--- config.mk ---
export PLATFORM = sky130hd
export DESIGN_NAME = mbcc_cycle_ctrl
export DESIGN_NICKNAME = d
export VERILOG_FILES = /design/src/design/mbcc_pkg.sv /design/src/design/mbcc_rca_mux.sv /design/src/design/mbcc_cycle_ctrl.sv
export SDC_FILE = /design/constraint.sdc
export NUM_CORES = 1
export LEC_CHECK = 0
export BUFFER_PORTS_ARGS = -buffer_cell sky130_fd_sc_hd__buf_4
export CORE_ASPECT_RATIO = 1.75
export CORE_MARGIN = 10
export CORE_UTILIZATION = 59
export DETAILED_ROUTE_END_ITERATION = 10
export PLACE_DENSITY = 0.84
export SLEW_MARGIN = 30
export SYNTH_ARGS = -nofsm -noshare
export SYNTH_HDL_FRONTEND = slang
export SYNTH_SLANG_ARGS = --single-unit
--- constraint.sdc ---
create_clock -name sys_clk -period 8.7 [get_ports sys_clk]
set_input_delay 1.305 -clock sys_clk [delete_from_list [all_inputs] [get_ports sys_clk]]
set_output_delay 1.305 -clock sys_clk [all_outputs]
set_load 0.02 [all_outputs]
--- src/design/mbcc_pkg.sv ---
// Purpose: shared constants for the memory bank cycle configuration block
// Assumes: 50 MHz sys_clk, six configuration cache entries
// Notes: timing codes, access kinds and state codes live here
package mbcc_pkg;
  localparam int unsigned MBCC_NBANK = 6;
  localparam logic [2:0] MBCC_NBANK_W = 3'h6;
  // cycle timing codes
  localparam logic [3:0] CT_EDO_PIPE1 = 4'h0;
  localparam logic [3:0] CT_EDO_1 = 4'h1;
  localparam logic [3:0] CT_EDO_2 = 4'h2;
  localparam logic [3:0] CT_EDO_3 = 4'h3;
  localparam logic [3:0] CT_SSRAM_1 = 4'h4;
  localparam logic [3:0] CT_ASRAM_1 = 4'h5;
  localparam logic [3:0] CT_ASRAM_2 = 4'h6;
  localparam logic [3:0] CT_ASRAM_3 = 4'h7;
  localparam logic [3:0] CT_SD_BL1_L2 = 4'h8;
  localparam logic [3:0] CT_SD_BL1_L4 = 4'hA;
  localparam logic [3:0] CT_RSVD_A = 4'hB;
  localparam logic [3:0] CT_SD_BL2_L2 = 4'hC;
  localparam logic [3:0] CT_SD_BL2_L4 = 4'hE;
  localparam logic [3:0] CT_RSVD_B = 4'hF;
  localparam logic [1:0] SD_LAT_BASE = 2'h2;
  // access kinds, equal to the row-time access type code
  localparam logic [1:0] KIND_READ = 2'h0;
  localparam logic [1:0] KIND_WRITE = 2'h1;
  localparam logic [1:0] KIND_PDT_RD = 2'h2;
  localparam logic [1:0] KIND_PDT_WR = 2'h3;
  localparam logic [3:0] ACC_SRC_ONCHIP = 4'h0;
  // address shifting
  localparam logic [4:0] ROW_SHIFT_BASE = 5'h07;
  localparam int unsigned RCA_W = 17;
  // exception handling
  localparam logic [3:0] EXC_WAIT = 4'h3;
  localparam logic [1:0] EXC_NONE = 2'h0;
  // cache entry reset values: reserved timing keeps the bank unusable until loaded
  localparam logic [3:0] CFG_CT_RST = CT_RSVD_B;
  localparam logic [1:0] CFG_TO_RST = 2'h0;
  localparam logic [2:0] CFG_AS_RST = 3'h0;
  localparam logic [1:0] CFG_BS_RST = 2'h3;
  typedef enum logic [5:0] {
    ST_IDLE = 6'h01,
    ST_ROW = 6'h02,
    ST_EXC = 6'h04,
    ST_COL = 6'h08,
    ST_RTO = 6'h10,
    ST_TOFF = 6'h20
  } mbcc_state_t;
endpackage

--- src/design/mbcc_rca_mux.sv ---
// Purpose: row/column address multiplexer for the shared address lines
// Assumes: byte address already held by the caller
// Notes: purely combinational; the caller registers the result
`timescale 1ns/1ps
module mbcc_rca_mux
  import mbcc_pkg::*;
(
  // address and bank settings
  input wire logic [31:0] byte_addr,
  input wire logic [2:0] row_addr_shift,
  input wire logic [1:0] bank_bus_width,
  input wire logic row_phase,
  // multiplexed address
  output logic [RCA_W-1:0] rca
);
  logic [4:0] col_lsb;
  logic [4:0] row_lsb;
  logic [4:0] sel_lsb;
  logic [63:0] wide;

  // column start follows the bus width only
  assign col_lsb = {3'h0, bank_bus_width};
  // shift zero keeps the column address at row time
  assign row_lsb = (row_addr_shift == 3'h0) ? col_lsb
    : ROW_SHIFT_BASE + {2'h0, row_addr_shift} + {3'h0, bank_bus_width};
  assign sel_lsb = row_phase ? row_lsb : col_lsb;
  // bits above 31 come out as zero; nothing outside may depend on them
  assign wide = {32'h0, byte_addr} >> sel_lsb;
  assign rca = wide[RCA_W-1:0];
endmodule // mbcc_rca_mux

--- src/design/mbcc_cycle_ctrl.sv ---
// Purpose: per-bank external memory cycle shaping and address multiplexing
// Assumes: configuration cache entries are written through the cfg load port
// Notes: one access at a time; pins are registered from the next state, in step with the state register
`timescale 1ns/1ps
module mbcc_cycle_ctrl
  import mbcc_pkg::*;
(
  // clock and reset
  input wire logic sys_clk,
  input wire logic rst_b,
  // configuration cache load
  input wire logic cfg_load,
  input wire logic [2:0] cfg_bank,
  input wire logic [3:0] cfg_cycle_timing_sel,
  input wire logic [1:0] cfg_extra_turnoff_count,
  input wire logic cfg_exc_en,
  input wire logic [2:0] cfg_row_addr_shift,
  input wire logic [1:0] cfg_bank_bus_width,
  // access request
  input wire logic req_valid,
  input wire logic [2:0] req_bank,
  input wire logic [31:0] req_addr,
  input wire logic [1:0] req_kind,
  input wire logic [63:0] req_wdata,
  // access status
  output logic req_ready,
  output logic done_pulse,
  output logic cfg_err,
  output logic exc_abort,
  output logic [1:0] exc_code,
  output logic [63:0] rd_data,
  // memory pins
  input wire logic [1:0] except_in,
  input wire logic [63:0] ad_i,
  output logic [63:0] ad_o,
  output logic ad_oe,
  output logic [RCA_W-1:0] muxed_row_col_addr,
  output logic row_time,
  output logic col_time
);
  // configuration cache
  logic [3:0] cfg_ct_r [MBCC_NBANK];
  logic [1:0] cfg_to_r [MBCC_NBANK];
  logic cfg_e_r [MBCC_NBANK];
  logic [2:0] cfg_as_r [MBCC_NBANK];
  logic [1:0] cfg_bs_r [MBCC_NBANK];
  // latched access
  logic [31:0] acc_addr_r;
  logic [31:0] acc_addr_nxt;
  logic [1:0] acc_kind_r;
  logic [1:0] acc_kind_nxt;
  logic [63:0] acc_wdata_r;
  logic [63:0] acc_wdata_nxt;
  logic [3:0] acc_ct_r;
  logic [3:0] acc_ct_nxt;
  logic [1:0] acc_to_r;
  logic [1:0] acc_to_nxt;
  logic acc_e_r;
  logic acc_e_nxt;
  logic [2:0] acc_as_r;
  logic [2:0] acc_as_nxt;
  logic [1:0] acc_bs_r;
  logic [1:0] acc_bs_nxt;
  // sequencing
  mbcc_state_t state_r;
  mbcc_state_t state_nxt;
  logic [3:0] cnt_r;
  logic [3:0] cnt_nxt;
  logic [1:0] exc_s1_r;
  logic [1:0] exc_s2_r;
  logic [63:0] ad_s1_r;
  logic [63:0] ad_s2_r;
  // output flops
  logic req_ready_r;
  logic done_r;
  logic cfg_err_r;
  logic exc_abort_r;
  logic [1:0] exc_code_r;
  logic [63:0] rd_data_r;
  logic [63:0] ad_o_r;
  logic ad_oe_r;
  logic [RCA_W-1:0] rca_r;
  logic row_time_r;
  logic col_time_r;

  // timing code decoding
  function automatic logic ct_valid(input logic [3:0] ct);
    ct_valid = (ct != CT_RSVD_A) && (ct != CT_RSVD_B);
  endfunction

  function automatic logic [2:0] ct_col_cycles(input logic [3:0] ct, input logic rd);
    logic [2:0] n;
    n = 3'h1;
    if (ct[3])
    begin
      // sdram: reads wait out the latency, writes take one cycle
      n = rd ? {1'b0, ct[1:0]} + {1'b0, SD_LAT_BASE} : 3'h1;
    end
    else if (ct[1:0] == 2'h2)
    begin
      n = 3'h2;
    end
    else if (ct[1:0] == 2'h3)
    begin
      n = 3'h3;
    end
    ct_col_cycles = n;
  endfunction

  function automatic logic [3:0] ct_total(input logic [3:0] ct, input logic rd);
    logic [2:0] cpc;
    cpc = ct_col_cycles(ct, rd);
    // burst length two doubles the column phase
    ct_total = (ct[3] && ct[2]) ? {cpc, 1'b0} : {1'b0, cpc};
  endfunction

  function automatic logic ct_auto_rto(input logic [3:0] ct, input logic rd);
    // non-pipelined edo and async sram reads release the bus late
    ct_auto_rto = rd && !ct[3] && (ct != CT_EDO_PIPE1) && (ct != CT_SSRAM_1);
  endfunction

  // cache load, one process per entry
  genvar gi;
  generate
    for (gi = 0; gi < MBCC_NBANK; gi++)
    begin : g_entry
      always_ff @(posedge sys_clk or negedge rst_b)
      begin
        if (!rst_b)
        begin
          cfg_ct_r[gi] <= CFG_CT_RST;
          cfg_to_r[gi] <= CFG_TO_RST;
          cfg_e_r[gi] <= 1'b0;
          cfg_as_r[gi] <= CFG_AS_RST;
          cfg_bs_r[gi] <= CFG_BS_RST;
        end
        else if (cfg_load && (cfg_bank == 3'(gi)))
        begin
          cfg_ct_r[gi] <= cfg_cycle_timing_sel;
          cfg_to_r[gi] <= cfg_extra_turnoff_count;
          cfg_e_r[gi] <= cfg_exc_en;
          cfg_as_r[gi] <= cfg_row_addr_shift;
          cfg_bs_r[gi] <= cfg_bank_bus_width;
        end
      end
    end
  endgenerate

  // request acceptance and entry lookup
  wire logic accept = req_valid && (state_r == ST_IDLE);
  wire logic bank_ok = req_bank < MBCC_NBANK_W;
  wire logic [2:0] bank_idx = bank_ok ? req_bank : 3'h0;
  wire logic [3:0] sel_ct = bank_ok ? cfg_ct_r[bank_idx] : CT_RSVD_B;
  wire logic req_bad = !ct_valid(sel_ct);
  wire logic take = accept && !req_bad;
  wire logic acc_rd = (acc_kind_r == KIND_READ) || (acc_kind_r == KIND_PDT_RD);
  wire logic [3:0] col_last = ct_total(acc_ct_r, acc_rd) - 4'h1;
  wire logic rto_need = ct_auto_rto(acc_ct_r, acc_rd);
  // plain writes skip the configured turn-off
  wire logic toff_need = (acc_kind_r != KIND_WRITE) && (acc_to_r != 2'h0);
  wire logic [3:0] toff_last = {2'h0, acc_to_r} - 4'h1;
  wire logic exc_hit = exc_s2_r != EXC_NONE;

  assign acc_addr_nxt = take ? req_addr : acc_addr_r;
  assign acc_kind_nxt = take ? req_kind : acc_kind_r;
  assign acc_wdata_nxt = take ? req_wdata : acc_wdata_r;
  assign acc_ct_nxt = take ? sel_ct : acc_ct_r;
  assign acc_to_nxt = take ? cfg_to_r[bank_idx] : acc_to_r;
  assign acc_e_nxt = take ? cfg_e_r[bank_idx] : acc_e_r;
  assign acc_as_nxt = take ? cfg_as_r[bank_idx] : acc_as_r;
  assign acc_bs_nxt = take ? cfg_bs_r[bank_idx] : acc_bs_r;

  // cycle sequencer
  always_comb
  begin
    state_nxt = state_r;
    cnt_nxt = cnt_r;
    case (state_r)
      ST_IDLE:
      begin
        if (take)
        begin
          state_nxt = ST_ROW;
        end
      end
      ST_ROW:
      begin
        if (acc_e_r)
        begin
          state_nxt = ST_EXC;
          cnt_nxt = EXC_WAIT - 4'h1;
        end
        else
        begin
          state_nxt = ST_COL;
          cnt_nxt = col_last;
        end
      end
      ST_EXC:
      begin
        if (cnt_r != 4'h0)
        begin
          cnt_nxt = cnt_r - 4'h1;
        end
        else if (exc_hit)
        begin
          state_nxt = ST_IDLE;
        end
        else
        begin
          state_nxt = ST_COL;
          cnt_nxt = col_last;
        end
      end
      ST_COL:
      begin
        if (cnt_r != 4'h0)
        begin
          cnt_nxt = cnt_r - 4'h1;
        end
        else if (rto_need)
        begin
          state_nxt = ST_RTO;
        end
        else if (toff_need)
        begin
          state_nxt = ST_TOFF;
          cnt_nxt = toff_last;
        end
        else
        begin
          state_nxt = ST_IDLE;
        end
      end
      ST_RTO:
      begin
        // configured states follow the automatic one
        if (toff_need)
        begin
          state_nxt = ST_TOFF;
          cnt_nxt = toff_last;
        end
        else
        begin
          state_nxt = ST_IDLE;
        end
      end
      ST_TOFF:
      begin
        if (cnt_r != 4'h0)
        begin
          cnt_nxt = cnt_r - 4'h1;
        end
        else
        begin
          state_nxt = ST_IDLE;
        end
      end
      default:
      begin
        state_nxt = ST_IDLE;
        cnt_nxt = 4'h0;
      end
    endcase
  end

  // pin values for the coming state
  wire logic row_nxt = state_nxt == ST_ROW;
  wire logic col_nxt = state_nxt == ST_COL;
  wire logic drive_wr = col_nxt && (acc_kind_nxt == KIND_WRITE);
  wire logic [63:0] row_word = {24'h0, ACC_SRC_ONCHIP, 2'h0, acc_kind_nxt, acc_addr_nxt};
  wire logic [63:0] ad_nxt = row_nxt ? row_word : (drive_wr ? acc_wdata_nxt : 64'h0);
  wire logic ab_nxt = (state_r == ST_EXC) && (cnt_r == 4'h0) && exc_hit;
  wire logic dn_nxt = (state_r != ST_IDLE) && (state_nxt == ST_IDLE) && !ab_nxt;
  wire logic cap_rd = (state_r == ST_COL) && (cnt_r == 4'h0) && acc_rd;
  logic [RCA_W-1:0] rca_nxt;

  mbcc_rca_mux u_rca
  (
    .byte_addr(acc_addr_nxt),
    .row_addr_shift(acc_as_nxt),
    .bank_bus_width(acc_bs_nxt),
    .row_phase(row_nxt),
    .rca(rca_nxt)
  );

  // pin synchronisers; first stage feeds only the second
  always_ff @(posedge sys_clk or negedge rst_b)
  begin
    if (!rst_b)
    begin
      exc_s1_r <= 2'h0;
      exc_s2_r <= 2'h0;
      ad_s1_r <= 64'h0;
      ad_s2_r <= 64'h0;
    end
    else
    begin
      exc_s1_r <= except_in;
      exc_s2_r <= exc_s1_r;
      ad_s1_r <= ad_i;
      ad_s2_r <= ad_s1_r;
    end
  end

  always_ff @(posedge sys_clk or negedge rst_b)
  begin
    if (!rst_b)
    begin
      state_r <= ST_IDLE;
      cnt_r <= 4'h0;
      acc_addr_r <= 32'h0;
      acc_kind_r <= KIND_READ;
      acc_wdata_r <= 64'h0;
      acc_ct_r <= CFG_CT_RST;
      acc_to_r <= CFG_TO_RST;
      acc_e_r <= 1'b0;
      acc_as_r <= CFG_AS_RST;
      acc_bs_r <= CFG_BS_RST;
    end
    else
    begin
      state_r <= state_nxt;
      cnt_r <= cnt_nxt;
      acc_addr_r <= acc_addr_nxt;
      acc_kind_r <= acc_kind_nxt;
      acc_wdata_r <= acc_wdata_nxt;
      acc_ct_r <= acc_ct_nxt;
      acc_to_r <= acc_to_nxt;
      acc_e_r <= acc_e_nxt;
      acc_as_r <= acc_as_nxt;
      acc_bs_r <= acc_bs_nxt;
    end
  end

  always_ff @(posedge sys_clk or negedge rst_b)
  begin
    if (!rst_b)
    begin
      req_ready_r <= 1'b0;
      done_r <= 1'b0;
      cfg_err_r <= 1'b0;
      exc_abort_r <= 1'b0;
      exc_code_r <= EXC_NONE;
      rd_data_r <= 64'h0;
      ad_o_r <= 64'h0;
      ad_oe_r <= 1'b0;
      rca_r <= '0;
      row_time_r <= 1'b0;
      col_time_r <= 1'b0;
    end
    else
    begin
      req_ready_r <= state_nxt == ST_IDLE;
      done_r <= dn_nxt;
      cfg_err_r <= accept && req_bad;
      exc_abort_r <= ab_nxt;
      exc_code_r <= ab_nxt ? exc_s2_r : exc_code_r;
      // data path lags the pins by the synchroniser depth
      rd_data_r <= cap_rd ? ad_s2_r : rd_data_r;
      ad_o_r <= ad_nxt;
      ad_oe_r <= row_nxt || drive_wr;
      rca_r <= rca_nxt;
      row_time_r <= row_nxt;
      col_time_r <= col_nxt;
    end
  end

  assign req_ready = req_ready_r;
  assign done_pulse = done_r;
  assign cfg_err = cfg_err_r;
  assign exc_abort = exc_abort_r;
  assign exc_code = exc_code_r;
  assign rd_data = rd_data_r;
  assign ad_o = ad_o_r;
  assign ad_oe = ad_oe_r;
  assign muxed_row_col_addr = rca_r;
  assign row_time = row_time_r;
  assign col_time = col_time_r;

  logic [3:0] toff_seen_r;
  always_ff @(posedge sys_clk or negedge rst_b)
  begin
    if (!rst_b)
    begin
      toff_seen_r <= 4'h0;
    end
    else
    begin
      toff_seen_r <= (state_r == ST_TOFF) ? toff_seen_r + 4'h1 : 4'h0;
    end
  end
  wire logic [4:0] chk_row_lsb = ROW_SHIFT_BASE + {2'h0, acc_as_r} + {3'h0, acc_bs_r};
  wire logic [31:0] chk_col_addr = acc_addr_r >> acc_bs_r;
endmodule // mbcc_cycle_ctrl

# ---- Word level (Yosys, flattened, before mapping)
# Cells that the tools add are included.
dict set report totals {
  ff_bits 478
  out_inout_bits 154
  elab_cells 176
}
dict set report classes {
  magnitude_cmp 2
  reduce_logical 36
  n_eq_ne 26
  n_bitwise 2
  shift 1
  mux 48
  add_sub_neg 6
}
# operator n
set op_table {}
lappend op_table {{$mux 64} 3}
lappend op_table {{$mux 4} 13}
lappend op_table {{$mux 6} 6}
lappend op_table {{$pmux 6 s6} 1}
lappend op_table {{$mux 32} 1}
lappend op_table {{$shr 32x5->17} 1}
lappend op_table {{$pmux 4 s6} 1}
lappend op_table {{$logic_and 1x1->1} 22}
lappend op_table {{$mux 3} 6}
lappend op_table {{$mux 2} 8}
lappend op_table {{$bmux 2 s3} 2}
lappend op_table {{$bmux 4 s3} 1}
lappend op_table {{$eq 6x1->1 const B} 2}
lappend op_table {{$eq 6x2->1 const B} 2}
lappend op_table {{$eq 6x4->1 const B} 2}
lappend op_table {{$mux 5} 2}
lappend op_table {{$bmux 3 s3} 1}
lappend op_table {{$ne 4x4->1 const B} 2}
lappend op_table {{$reduce_bool 4->1} 2}
lappend op_table {{$sub 4x1->4 const B} 2}
lappend op_table {{$eq 2x2->1 const B} 3}
lappend op_table {{$eq 3x2->1 const B} 2}
lappend op_table {{$eq 3x3->1 const B} 2}
lappend op_table {{$eq 6x3->1 const B} 1}
lappend op_table {{26 further kinds} 33}

# ---- Longest topological paths before layout
# Gate-level depths: netlist of the first run.
dict set report depth {
  ltp_word 16
  mapped_depth 23
  mapped_depth_nobuf 17
}

# ---- Hierarchy
# Synthesis of the first run repeated with hierarchy kept, for this count alone.
dict set report hier_totals {
  hier_cells 1572
  hier_area_um2 19107.1
}
# mod seq_area_each_um2 n_inst area_each_um2 cells_each
set by_module_without_submodules {}
lappend by_module_without_submodules {mbcc_cycle_ctrl 12015.3 1 17132.7 1253}
lappend by_module_without_submodules {mbcc_rca_mux 0.0 1 1974.4 319}

# ---- Worst setup path before layout of the first run
# No wires, ideal clock.
dict set report synth_path {
  path_type {input to register}
  startpoint {input port req_bank[2]}
  endpoint {register rca_r[12] (netlist: muxed_row_col_addr[12])}
  setup_slack_ps 2732
  path_stages 22
  t_arrival_ps 5838
  setup_ps 130
  path_buffers 7
  required_ps 8570
  cell_sequence {buf_2 > nor2_1 > a22oi_1 > o21ai_1 > o31ai_4 > buf_2 > clkbuf_1 > buf_1 > clkbuf_1 > nand2_1 > o21ai_0 > ha_1 > inv_1 > fa_1 > xnor2_1 > nor2_1 > o311a_1 > clkbuf_1 > clkbuf_1 > mux2i_1 > a22oi_1 > o21ai_0}
}
dict set report synth_between {
  elab_cells_between_ends 29
  classes_between {add/sub (2); order compare (1); eq/ne (3); shift (1); mux (18); bitwise (1); reduce/logical (3)}
}
# item line
set synth_rtl {}
lappend synth_rtl {{start, declared} mbcc_cycle_ctrl.sv:21} ;# input wire logic [2:0] req_bank,
lappend synth_rtl {{$lt 3x3->1} mbcc_cycle_ctrl.sv:151} ;# wire logic bank_ok = req_bank < MBCC_NBANK_W;
lappend synth_rtl {{$mux 3} mbcc_cycle_ctrl.sv:152} ;# wire logic [2:0] bank_idx = bank_ok ? req_bank : 3'h0;
lappend synth_rtl {{$not 3->4 (not written as such)} {mbcc_cycle_ctrl.sv:153, mbcc_cycle_ctrl.sv:171}}
lappend synth_rtl {{$bmux 4 s3} mbcc_cycle_ctrl.sv:153} ;# wire logic [3:0] sel_ct = bank_ok ? cfg_ct_r[bank_idx] : CT_RSVD_B;
lappend synth_rtl {{$mux 4 (not written as such) (2 in series)} mbcc_cycle_ctrl.sv:153}
lappend synth_rtl {{$mux 4} mbcc_cycle_ctrl.sv:153}
lappend synth_rtl {{$ne 4x4->1} mbcc_cycle_ctrl.sv:88} ;# ct_valid = (ct != CT_RSVD_A) && (ct != CT_RSVD_B);
lappend synth_rtl {{$logic_and 1x1->1} mbcc_cycle_ctrl.sv:88}
lappend synth_rtl {{$logic_and 1x1->1} mbcc_cycle_ctrl.sv:155} ;# wire logic take = accept && !req_bad;
lappend synth_rtl {{$mux 2 *} mbcc_cycle_ctrl.sv:171} ;# assign acc_bs_nxt = take ? cfg_bs_r[bank_idx] : acc_bs_r;
lappend synth_rtl {{via acc_bs_nxt[0]} mbcc_cycle_ctrl.sv:63} ;# logic [1:0] acc_bs_nxt;
lappend synth_rtl {{$add 5x2->5} mbcc_rca_mux.sv:25} ;# : ROW_SHIFT_BASE + {2'h0, row_addr_shift} + {3'h0, bank_bus_width};
lappend synth_rtl {{$mux 5} mbcc_rca_mux.sv:24} ;# assign row_lsb = (row_addr_shift == 3'h0) ? col_lsb
lappend synth_rtl {{$mux 5 *} mbcc_rca_mux.sv:26} ;# assign sel_lsb = row_phase ? row_lsb : col_lsb;
lappend synth_rtl {{$shr 32x5->17 *} mbcc_rca_mux.sv:28} ;# assign wide = {32'h0, byte_addr} >> sel_lsb;
lappend synth_rtl {{via rca_nxt[12]} mbcc_cycle_ctrl.sv:276} ;# logic [RCA_W-1:0] rca_nxt;
lappend synth_rtl {{end signal, assigned} mbcc_cycle_ctrl.sv:363} ;# rca_r <= rca_nxt;
lappend synth_rtl {{end, declared} mbcc_cycle_ctrl.sv:82} ;# logic [RCA_W-1:0] rca_r;
# The timed path passes the listed nets; every way through them passes the cells marked *. The select of a mux whose other input is x is not followed.
# A chain may end at the register's enable or synchronous reset.

# ---- Worst setup path in the final report of the first run
dict set report layout_path {
  startpoint {input port req_bank[0]}
  endpoint {register rca_r[0] (netlist: muxed_row_col_addr[0])}
}
# The elaborated chain is that of the path after synthesis.

==> metrics.txt, run 1 <==
status=complete, no violations; largest family of logic cells by synthesized area=multiplexers; final WL=51700 um; nets=slightly above 2000; Worst EP required=9100 ps; Syn Area/Cell=12.6 um^2; r2r setup slk=2830 ps; RSZ-0062 raised after global routing=false; Synth Area in Adders=0.628%; Final period util=between 70% and 80%; Core Footprint=0.0321 mm^2; fmax=156 MHz; multi-input logic area=0.00668 mm^2; vias per cell=5.74; Fillers=about 2100; Fin Setup TNS=0 ps; CP peak stage delay=820 ps; post_cts resized=0; GR Util All Layers=25.1%; startpoint types=input port; EDFF count, synth=0; Post-Syn Area=0.0191 mm^2; CP max-delay cell=o31ai_4; top_reg_cell synth=dfrtp_1; Vias=13061; Initial DRC Count=701; buffers added on ports=around 340; clock buffer depth=3; #FFs+latches synth=approximately 480; Power Total=8.50 mW; Placed Instances=2192; Synth Area in Compound Gates=6.28%; Clock transition at path regs=70 ps; peak supply drop=0.220 mV; post-detail-place hpwl=36000 um; vias in the first global route=14002; Pwr Density=359 mW/mm^2; Final Skew=16.1 ps; wire per inst=22.7 um; FF-to-FF path depth=18; Max-slew headroom=about a third; Synth Area in Simple Gates=7.83%; Max Cap Viol=0; critical path peak fanout=46; CP Capture Type=register; Clock Root Buffer=clkbuf_16; xor/xnor share of the synthesized area=less than 1%; DR pass1 iterations=5; fraction of layout cells with a size suffix above 1=34.5%; HP Class=register to register; Final GP Congestion=0.926; Die Y=258 um; leakage=11.9 nW; worst skew pair latency=550 ps; Post-CTS Hold Fix Bufs=0; pin count of the biggest net entering global routing=186; Initial Utilization=59.6%; Fin. Hold Viols=0; Setup CP Type=input port to register; syn_nets=1711; area delta synth->final=23.8%; Slew Limit Fails=0; global-route wire length before repair=79400 um; CTS tree=yes; Die ar.=0.0403 mm^2; TritonCTS Buffers=42; DRT antenna net count=0; Hold Path Stages=0; register area share after synthesis=62.8%; post-route minimum period=approximately 6400 ps; antenna violations before repair=4; Final Cell Area=roughly 0.024 mm^2; DRC Markers=0; I/O Pins=340; cell count after synthesis=1516; ys async rst share=100%; Die Width=156 um; Yosys cell types=65; FF/Latch Area=around 0.012 mm^2; critical path cell sequence=buf_4 > mux2i_1 > a22oi_1 > o21ai_1 > o31ai_4 > buf_4 > nand2_1 > o21ai_0 > ha_1 > inv_1 > fa_1 > xnor2_1 > nor2_1 > o311a_1 > a21oi_1 > a21oi_1 > a2bb2oi_1 > nor2b_1 > a2111oi_0; CTS H-tree lvls=2; worst slew pin tran=approximately 980 ps; total global routing overflow=0; FP Rows=87; Synth warnings=0; post-synthesis mux area share=19.5%; post-route insts no fill=2277; critical path arrival=6790 ps; Final setup viols=0; Clock Sink Count=478; postcts setup bufs=0; area post-placement=0.0221 mm^2
## metrics by stage
stage / worst slack, ps / hold slack (ps) / util, %
6_report: 2300 / 345 / 73.8
4_1_cts: 2360 / 348 / 73.5
2_1_floorplan: 2730 / 331 / -
5_1_grt: 1850 / 353 / 73.8
3_5_place_dp: 1790 / 335 / 68.8
3_3_place_gp: 1970 / 332 / 68.7
## synthesized netlist by cell type, drive strengths merged, types with 5 or more instances
cell type / instances / area share (%)
a21oi: 55 / 1.4
a22oi: 13 / 0.51
buf: 32 / 0.80
clkbuf: 45 / 0.88
dfrtp: 435 / 57
dfstp: 43 / 5.9
ha: 8 / 0.52
inv: 54 / 1.1
mux2: 153 / 9.0
mux2i: 189 / 9.9
mux4: 5 / 0.59
nand2: 255 / 5.0
nand3: 16 / 0.44
nand4: 8 / 0.26
nor2: 33 / 0.65
nor3: 6 / 0.16
o21a: 5 / 0.20
o21ai: 73 / 1.9
o221ai: 10 / 0.46
o22ai: 5 / 0.20
## cells in the final DEF, fill, tap and decap left out, drive strengths merged, types with 6 or more instances in the layout
cell type / synthesis / routed
nand2: 255 / 255
a21oi: 55 / 55
buf: 32 / 357
nor3: 6 / 6
nor2: 33 / 33
mux2: 153 / 153
clkbuf: 45 / 58
inv: 54 / 55
dfrtp: 435 / 435
ha: 8 / 8
clkinv: 0 / 10
o221ai: 10 / 10
dfstp: 43 / 43
a22oi: 13 / 13
o21ai: 73 / 73
nand3: 16 / 16
nand4: 8 / 8
mux2i: 189 / 189
## path summary, 6_finish.rpt
path                              from                endpoint
setup / recovery           req_bank[0]   muxed_row_col_addr[0]
hold / removal             ad_s1_r[59]             ad_s2_r[59]
setup reg to reg            state_r[5]  muxed_row_col_addr[11]
hold reg to reg            ad_s1_r[59]             ad_s2_r[59]
max in group asynchronous        rst_b           acc_addr_r[3]
min in group asynchronous        rst_b              rd_data[0]
## report_power, final
| group | internal, mW | leakage (nW) | switching (mW) |
|---|---|---|---|
| Sequential | 2.83 | 5.89 | 0.345 |
| Combinational | 1.39 | 5.31 | 1.95 |
| Clock | 1.17 | 0.734 | 0.824 |
| Total | 5.39 | 11.9 | 3.11 |
## cell families after synthesis
logic type | count (synthesis)
and+or+nand+nor | 352
adders and majority gates | 9
muxes | 347
AOI/OAI and AO/OA | 194
buffers and inverters | 131
DFF | 478
xor gates and xnor gates | 5
## worst max-delay path: cells and delay by family
family,cells,cell delay (ps)
buf+inv,3,1130
xor+xnor,1,170
simple gates,3,460
compound gates,9,2840
mux,1,170
fa+ha+maj,2,660
## metal layers
metal,share of wire [%],track usage [%],routed length (um)
met5,0,0,0
met4,4.3,11.1,2210
met2,55,46.4,28500
met3,6.2,5.51,3180
met1,35,26.6,17900
## sequential cells by signal (all words and copies together) (netlist names), 4 cells and up
signal / cells
state_r: 6
acc_wdata_r: 64
cfg_to_r: 12
cfg_as_r: 18
ad_s2_r: 64
acc_ct_r: 4
cfg_bs_r: 12
cfg_e_r: 6
cfg_ct_r: 24
acc_addr_r: 32
ad_o: 64
ad_s1_r: 64
muxed_row_col_addr: 17
cnt_r: 4
rd_data: 64
## layout make-up
cell class	count	area share (%)
timing repair buffer	357	11.8
multi-input combinational	907	28.2
tap	400	2.11
inverter	54	0.856
clock buffer	58	5.30
sequential	478	50.7
antenna	4	0.0423
clock inverter	19	1.04
(Power assumes the default switching activity.)
==> run 2, diff against run 1 <==
--- a/config.mk
+++ b/config.mk
@@ -5,12 +5,13 @@
 export SDC_FILE = /design/constraint.sdc
 export NUM_CORES = 1
 export LEC_CHECK = 0
+export ABC_AREA = 1
 export BUFFER_PORTS_ARGS = -buffer_cell sky130_fd_sc_hd__buf_4
 export CORE_ASPECT_RATIO = 1.75
 export CORE_MARGIN = 10
-export CORE_UTILIZATION = 59
+export CORE_UTILIZATION = 50
 export DETAILED_ROUTE_END_ITERATION = 10
-export PLACE_DENSITY = 0.84
+export PLACE_DENSITY = 0.75
 export SLEW_MARGIN = 30
 export SYNTH_ARGS = -nofsm -noshare
 export SYNTH_HDL_FRONTEND = slang
==> constraint.sdc (replaced) <==
create_clock -name sys_clk -period 5.6 [get_ports sys_clk]
set_input_delay 0.84 -clock sys_clk [delete_from_list [all_inputs] [get_ports sys_clk]]
set_output_delay 0.84 -clock sys_clk [all_outputs]
set_load 0.02 [all_outputs]
==> metrics.txt, run 2 <==
status=complete, no violations; total global routing overflow=0; CTS H-tree lvls=2; CP max-delay cell=nor3_1; Final Skew=12.9 ps; post-detail-place hpwl=39800 um; fmax=a little over 200 MHz; Die Y=between 200 and 300 um; fraction of layout cells with a size suffix above 1=28.1%; GR Util All Layers=23.1%; EDFF count, synth=0; syn_nets=2083; startpoint types=register; clock buffer depth=3; Clock Root Buffer=clkbuf_16; area post-placement=0.0219 mm^2; register area share after synthesis=a little over three fifths; CP peak stage delay=740 ps; pin count of the biggest net entering global routing=roughly 140; Clock Sink Count=approximately 480; capturing point of the worst reg2reg path=muxed_row_col_addr[8]; commonest non-fill, non-tap cell in the layout=nand2_1; post-route minimum period=4830 ps; vias per cell=5.34; Max-slew headroom=38.0%; Placed Instances=2631; Final GP Congestion=0.906; HP Class=input port to asynchronous set/reset pin; Power Total=13.8 mW; Setup CP Type=register to register; Core Footprint=0.0376 mm^2; Post-CTS Hold Fix Bufs=0; buffers added on ports=339; global-route wire length before repair=around 85000 um; post_cts resized=0; FP Rows=94; hold_ws=343 ps; Vias=14512; cell count after synthesis=1888; Fin Setup TNS=0 ps; DR pass1 iterations=6; DRC Markers=0; Clock transition at path regs=~70 ps; TritonCTS Buffers=44; top cell type's share of synthesized area=57.0%; CP Capture Type=register; critical path cell sequence=nor2_1 > nand4_1 > inv_1 > nand2_1 > inv_1 > nand2_8 > o21ai_2 > ha_1 > fa_1 > nand2_1 > inv_1 > nor3_1 > inv_1 > nand3_1 > nand2_1 > nand2_1 > nand3_1 > nand2_1; CTS tree=yes; vias in the first global route=14850; Final Cell Area=between 0.02 and 0.025 mm^2; r2r setup slk=770 ps; Max Cap Viol=0; leakage=around 12 nW; most common cell in the netlist=nand2_1; peak supply drop=0.452 mV; #FFs+latches synth=roughly 480; worst slew pin tran=923 ps; Commonest cells post-synth=441 x nand2_1, 435 x dfrtp_1, 225 x nand3_1, 162 x inv_1, 153 x o21ai_0; Yosys cell types=48; Fin. Hold Viols=0; I/O Pins=340; largest area contributor in the netlist=dfrtp_1; wire per inst=20.4 um; post-route insts no fill=2719; ys async rst share=100%; RSZ-0062 raised after global routing=false; Reg2Reg Launch Point=state_r[4]; Slew Limit Fails=0; Worst EP required=between 6000 and 7000 ps; Initial DRC Count=1291; critical path arrival=5310 ps; FF-to-FF path depth=18; Synth warnings=0; Die ar.=0.0467 mm^2; Final period util=86.2%; postcts setup bufs=0; Initial Utilization=50.7%; top_reg_cell synth=dfrtp_1; DRT antenna net count=0; top area cells in the synthesized netlist=dfrtp_1 57%, nand2_1 8.7%, dfstp_2 5.9%, nand3_1 5.9%, o21ai_0 4.0%; Most common cell on crit path=nand2_1; Die Width=168 um; commonest cells after routing, fill and taps aside=441 x nand2_1, 435 x dfrtp_1, 346 x buf_4; Pwr Density=588 mW/mm^2; Final setup viols=0; area delta synth->final=23.0%; Post-Syn Area=0.0191 mm^2; nets=between 2000 and 2500; final WL=55400 um; Syn Area/Cell=10.1 um^2; critical path peak fanout=66; antenna violations before repair=6; worst skew pair latency=~550 ps
==> run 2: cell types whose count changed after synthesis, moves of 14 or more <==
cell	delta
nand2_1	+186
inv_1	+110
nand3_1	+210
mux2i_1	-185
o21ai_2	+21
mux2_2	-89
o21ai_0	+86
or2_2	+35
o21ai_1	+14
a21oi_1	-41
nor2_1	+51
==> run 2: cell families after synthesis <==
kind of cell,share of synthesized area (%)
XOR/XNOR,0.138
AO/OA/AOI/OAI,7.63
AND/OR/NAND/NOR,18.8
flip-flops,63.0
buffers and inverters,5.95
adder cells (fa/ha/maj),0.630
multiplexers,3.93
==> run 2: critical path: cells and delay by family, from the launching register on <==
family,cells,cell delay (ps)
buffers and inverters,4,1040
AND/OR/NAND/NOR,11,2280
adder cells (fa/ha/maj),2,690
flip-flops,1,390
AO/OA/AOI/OAI,1,350
==> run 2: report_power, final <==
group	switching [mW]	internal, mW	total, mW
registers	0.392	4.46	4.85
clock network	1.31	1.83	3.14
logic	3.79	2.02	5.81
total	5.49	8.31	13.8
==> run 2: stage by stage <==
stage / setup slack [ps] / util, %
2_1_floorplan: 1910 / -
3_3_place_gp: 577 / 58.2
3_5_place_dp: 581 / 58.2
4_1_cts: 938 / 62.3
5_1_grt: 476 / 62.3
6_report: 774 / 62.3
==> run 2: metal layers <==
metal / GRT usage (%) / share of wire (%)
met5: 0 / 0
met4: 9.00 / 3.9
met3: 4.22 / 5.9
met2: 39.8 / 51
met1: 28.0 / 40
==> run 2: area by class of cell <==
class,count,area [um^2]
repair buffers,351,2680
multi-input cells,1147,5950
inverters,175,657
well taps,480,601
diodes,6,15.0
clock buffers,58,1300
flip-flops and latches,478,12000
clock inverters,24,248
fillers,3072,14200
==> run 2: how the worst max path moves through the flow <==
stage	start	to	slack [ps]	depth (start not counted)
after floorplan	req_bank[0]	muxed_row_col_addr[3]	1910	20
after global placement	req_bank[0]	muxed_row_col_addr[8]	580	21
after detailed placement	req_bank[0]	muxed_row_col_addr[8]	580	22
after CTS	state_r[4]	muxed_row_col_addr[8]	940	19
after global routing	state_r[4]	muxed_row_col_addr[4]	480	18
final	state_r[4]	muxed_row_col_addr[8]	770	18
==> run 3, diff against run 2 <==
--- a/config.mk
+++ b/config.mk
@@ -6,12 +6,13 @@
 export NUM_CORES = 1
 export LEC_CHECK = 0
 export ABC_AREA = 1
-export BUFFER_PORTS_ARGS = -buffer_cell sky130_fd_sc_hd__buf_4
+export BUFFER_PORTS_ARGS = -buffer_cell sky130_fd_sc_hd__buf_2
 export CORE_ASPECT_RATIO = 1.75
 export CORE_MARGIN = 10
-export CORE_UTILIZATION = 50
+export CORE_UTILIZATION = 52
+export CTS_BUF_LIST = sky130_fd_sc_hd__clkbuf_8
 export DETAILED_ROUTE_END_ITERATION = 10
-export PLACE_DENSITY = 0.75
+export PLACE_DENSITY = 0.78
 export SLEW_MARGIN = 30
 export SYNTH_ARGS = -nofsm -noshare
 export SYNTH_HDL_FRONTEND = slang
==> metrics.txt, run 3 (synthesis results as in run 2) <==
Final period util=80.1%; leakage=12.0 nW; Clock Sink Count=478; Pwr Density=between 500 and 600 mW/mm^2; Final Skew=about 24 ps; fraction of layout cells with a size suffix above 1=29.0%; commonest cells after routing, fill and taps aside=441 x nand2_1, 435 x dfrtp_1, 338 x buf_2; GR Util All Layers=23.9%; post-detail-place hpwl=39100 um; area post-placement=0.0211 mm^2; buffers added on ports=339; CP peak stage delay=approximately 480 ps; GRT busiest layer=met2; Fin. Hold Viols=0; commonest non-fill, non-tap cell in the layout=nand2_1; Vias=roughly 15000; Clock Root Buffer=clkbuf_8; Max-slew headroom=38.1%; RSZ-0062 raised after global routing=false; Core Footprint=0.0361 mm^2; Die Width=165 um; FP Rows=between 90 and 100; postcts setup bufs=0; Fillers=2918; Final setup viols=0; Die ar.=0.0451 mm^2; startpoint types=register; Clock transition at path regs=70 ps; Finished Core Util=a little over three fifths; fmax=223 MHz; Power Total=13.4 mW; global-route wire length before repair=83800 um; Most common cell on crit path=nand2_1; final WL=54500 um; vias in the first global route=15247; peak supply drop=just under 0.5 mV; Final GP Congestion=0.905; Worst EP required=6160 ps; total global routing overflow=0; status=complete, no violations; critical path cell sequence=nor2_1 > nand4_1 > inv_1 > nand2_1 > inv_1 > nand2_8 > nand2_1 > o21ai_2 > ha_1 > ha_1 > inv_1 > nand3_4 > inv_2 > nand2_1 > nand2_2 > nand2_1 > nand3_1 > nand3_1 > nand3_1 > nand2_1 > nand2_1; CTS tree=yes; worst skew pair latency=620 ps; post_cts resized=0; clock buffer depth=3; DR pass1 iterations=5; met2 GRT Util=a little over two fifths; r2r setup slk=1120 ps; Reg2Reg Launch Point=state_r[4]; critical path peak fanout=42; capturing point of the worst reg2reg path=muxed_row_col_addr[6]; I/O Pins=between 300 and 400; Initial DRC Count=1298; met1 usage=a little over a quarter; met3 Usage GRT=under 10%; Slew Limit Fails=0; nets=2421; area delta synth->final=18.5%; CTS H-tree lvls=3; antenna violations before repair=8; FF-to-FF path depth=21; Post-CTS Hold Fix Bufs=0; Crit path max-delay family=simple AND/OR/NAND/NOR gates; Die Y=273 um; DRC Markers=0; CP max-delay cell=nand2_2; vias per cell=about 5.3; HP Class=input port to asynchronous set/reset pin; TritonCTS Buffers=68; post-route minimum period=4480 ps; Max Cap Viol=0; Bufs and invs on worst path=4; Final Cell Area=0.0226 mm^2; critical path arrival=5040 ps; Fin Setup TNS=0 ps; CP Capture Type=register; Initial Utilization=a little over half; hold_ws=270 ps; wire per inst=19.7 um; worst slew pin tran=925 ps; pin count of the biggest net entering global routing=between 150 and 200; DRT antenna net count=0; Setup CP Type=register to register
## run 3: cell count changes in the layout (fill, tap and decap cells not counted), sizes merged
cell,before,now
clkinvlp,2,1
clkinv,17,14
bufinv,4,5
buf,351,356
inv,176,193
diode,6,9
clkbuf,58,87
## run 3: per-stage QoR
| stage | worst slack [ps] | cells |
|---|---|---|
| after floorplan | 1910 | 1888 |
| after global placement | 812 | 2626 |
| after detailed placement | 675 | 2626 |
| after CTS | 1190 | 2751 |
| after global routing | 705 | 2758 |
| final | 1120 | 2760 |
## run 3: routing by layer
metal / vias up / wire (um) / share of wire (%)
met5: - / 13 / 0.024
met4: 2 / 2300 / 4.2
met3: 129 / 3640 / 6.7
met2: 564 / 28200 / 52
met1: 7237 / 20300 / 37
li1: 6819 / - / -
## run 3: power breakdown
group	switching, mW	leakage (nW)	internal (mW)	total [mW]
combinational	3.80	5.31	1.79	5.59
sequential	0.377	5.85	4.46	4.83
clock	1.34	0.850	1.65	2.99
total	5.52	12.0	7.90	13.4
## run 3: area by class of cell
cell class,count,area (um^2),share of cell area [%]
inverters,175,658,2.91
flip-flops and latches,478,12000,53.1
clock buffers,87,1200,5.30
repair buffers,356,1860,8.22
well taps,470,588,2.60
diodes,9,22.5,0.0996
multi-input cells,1147,5940,26.3
clock inverters,38,328,1.45
## run 3: how the worst max path moves through the flow
| stage | cells after the start | slack [ps] | startpoint | endpoint |
|---|---|---|---|---|
| after CTS | 17 | 1190 | state_r[4] | muxed_row_col_addr[6] |
| after detailed placement | 22 | 680 | req_bank[1] | muxed_row_col_addr[6] |
| after floorplan | 20 | 1910 | req_bank[0] | muxed_row_col_addr[3] |
| after global placement | 22 | 810 | req_bank[1] | muxed_row_col_addr[6] |
| final | 21 | 1120 | state_r[4] | muxed_row_col_addr[6] |
| after global routing | 21 | 710 | state_r[4] | muxed_row_col_addr[14] |
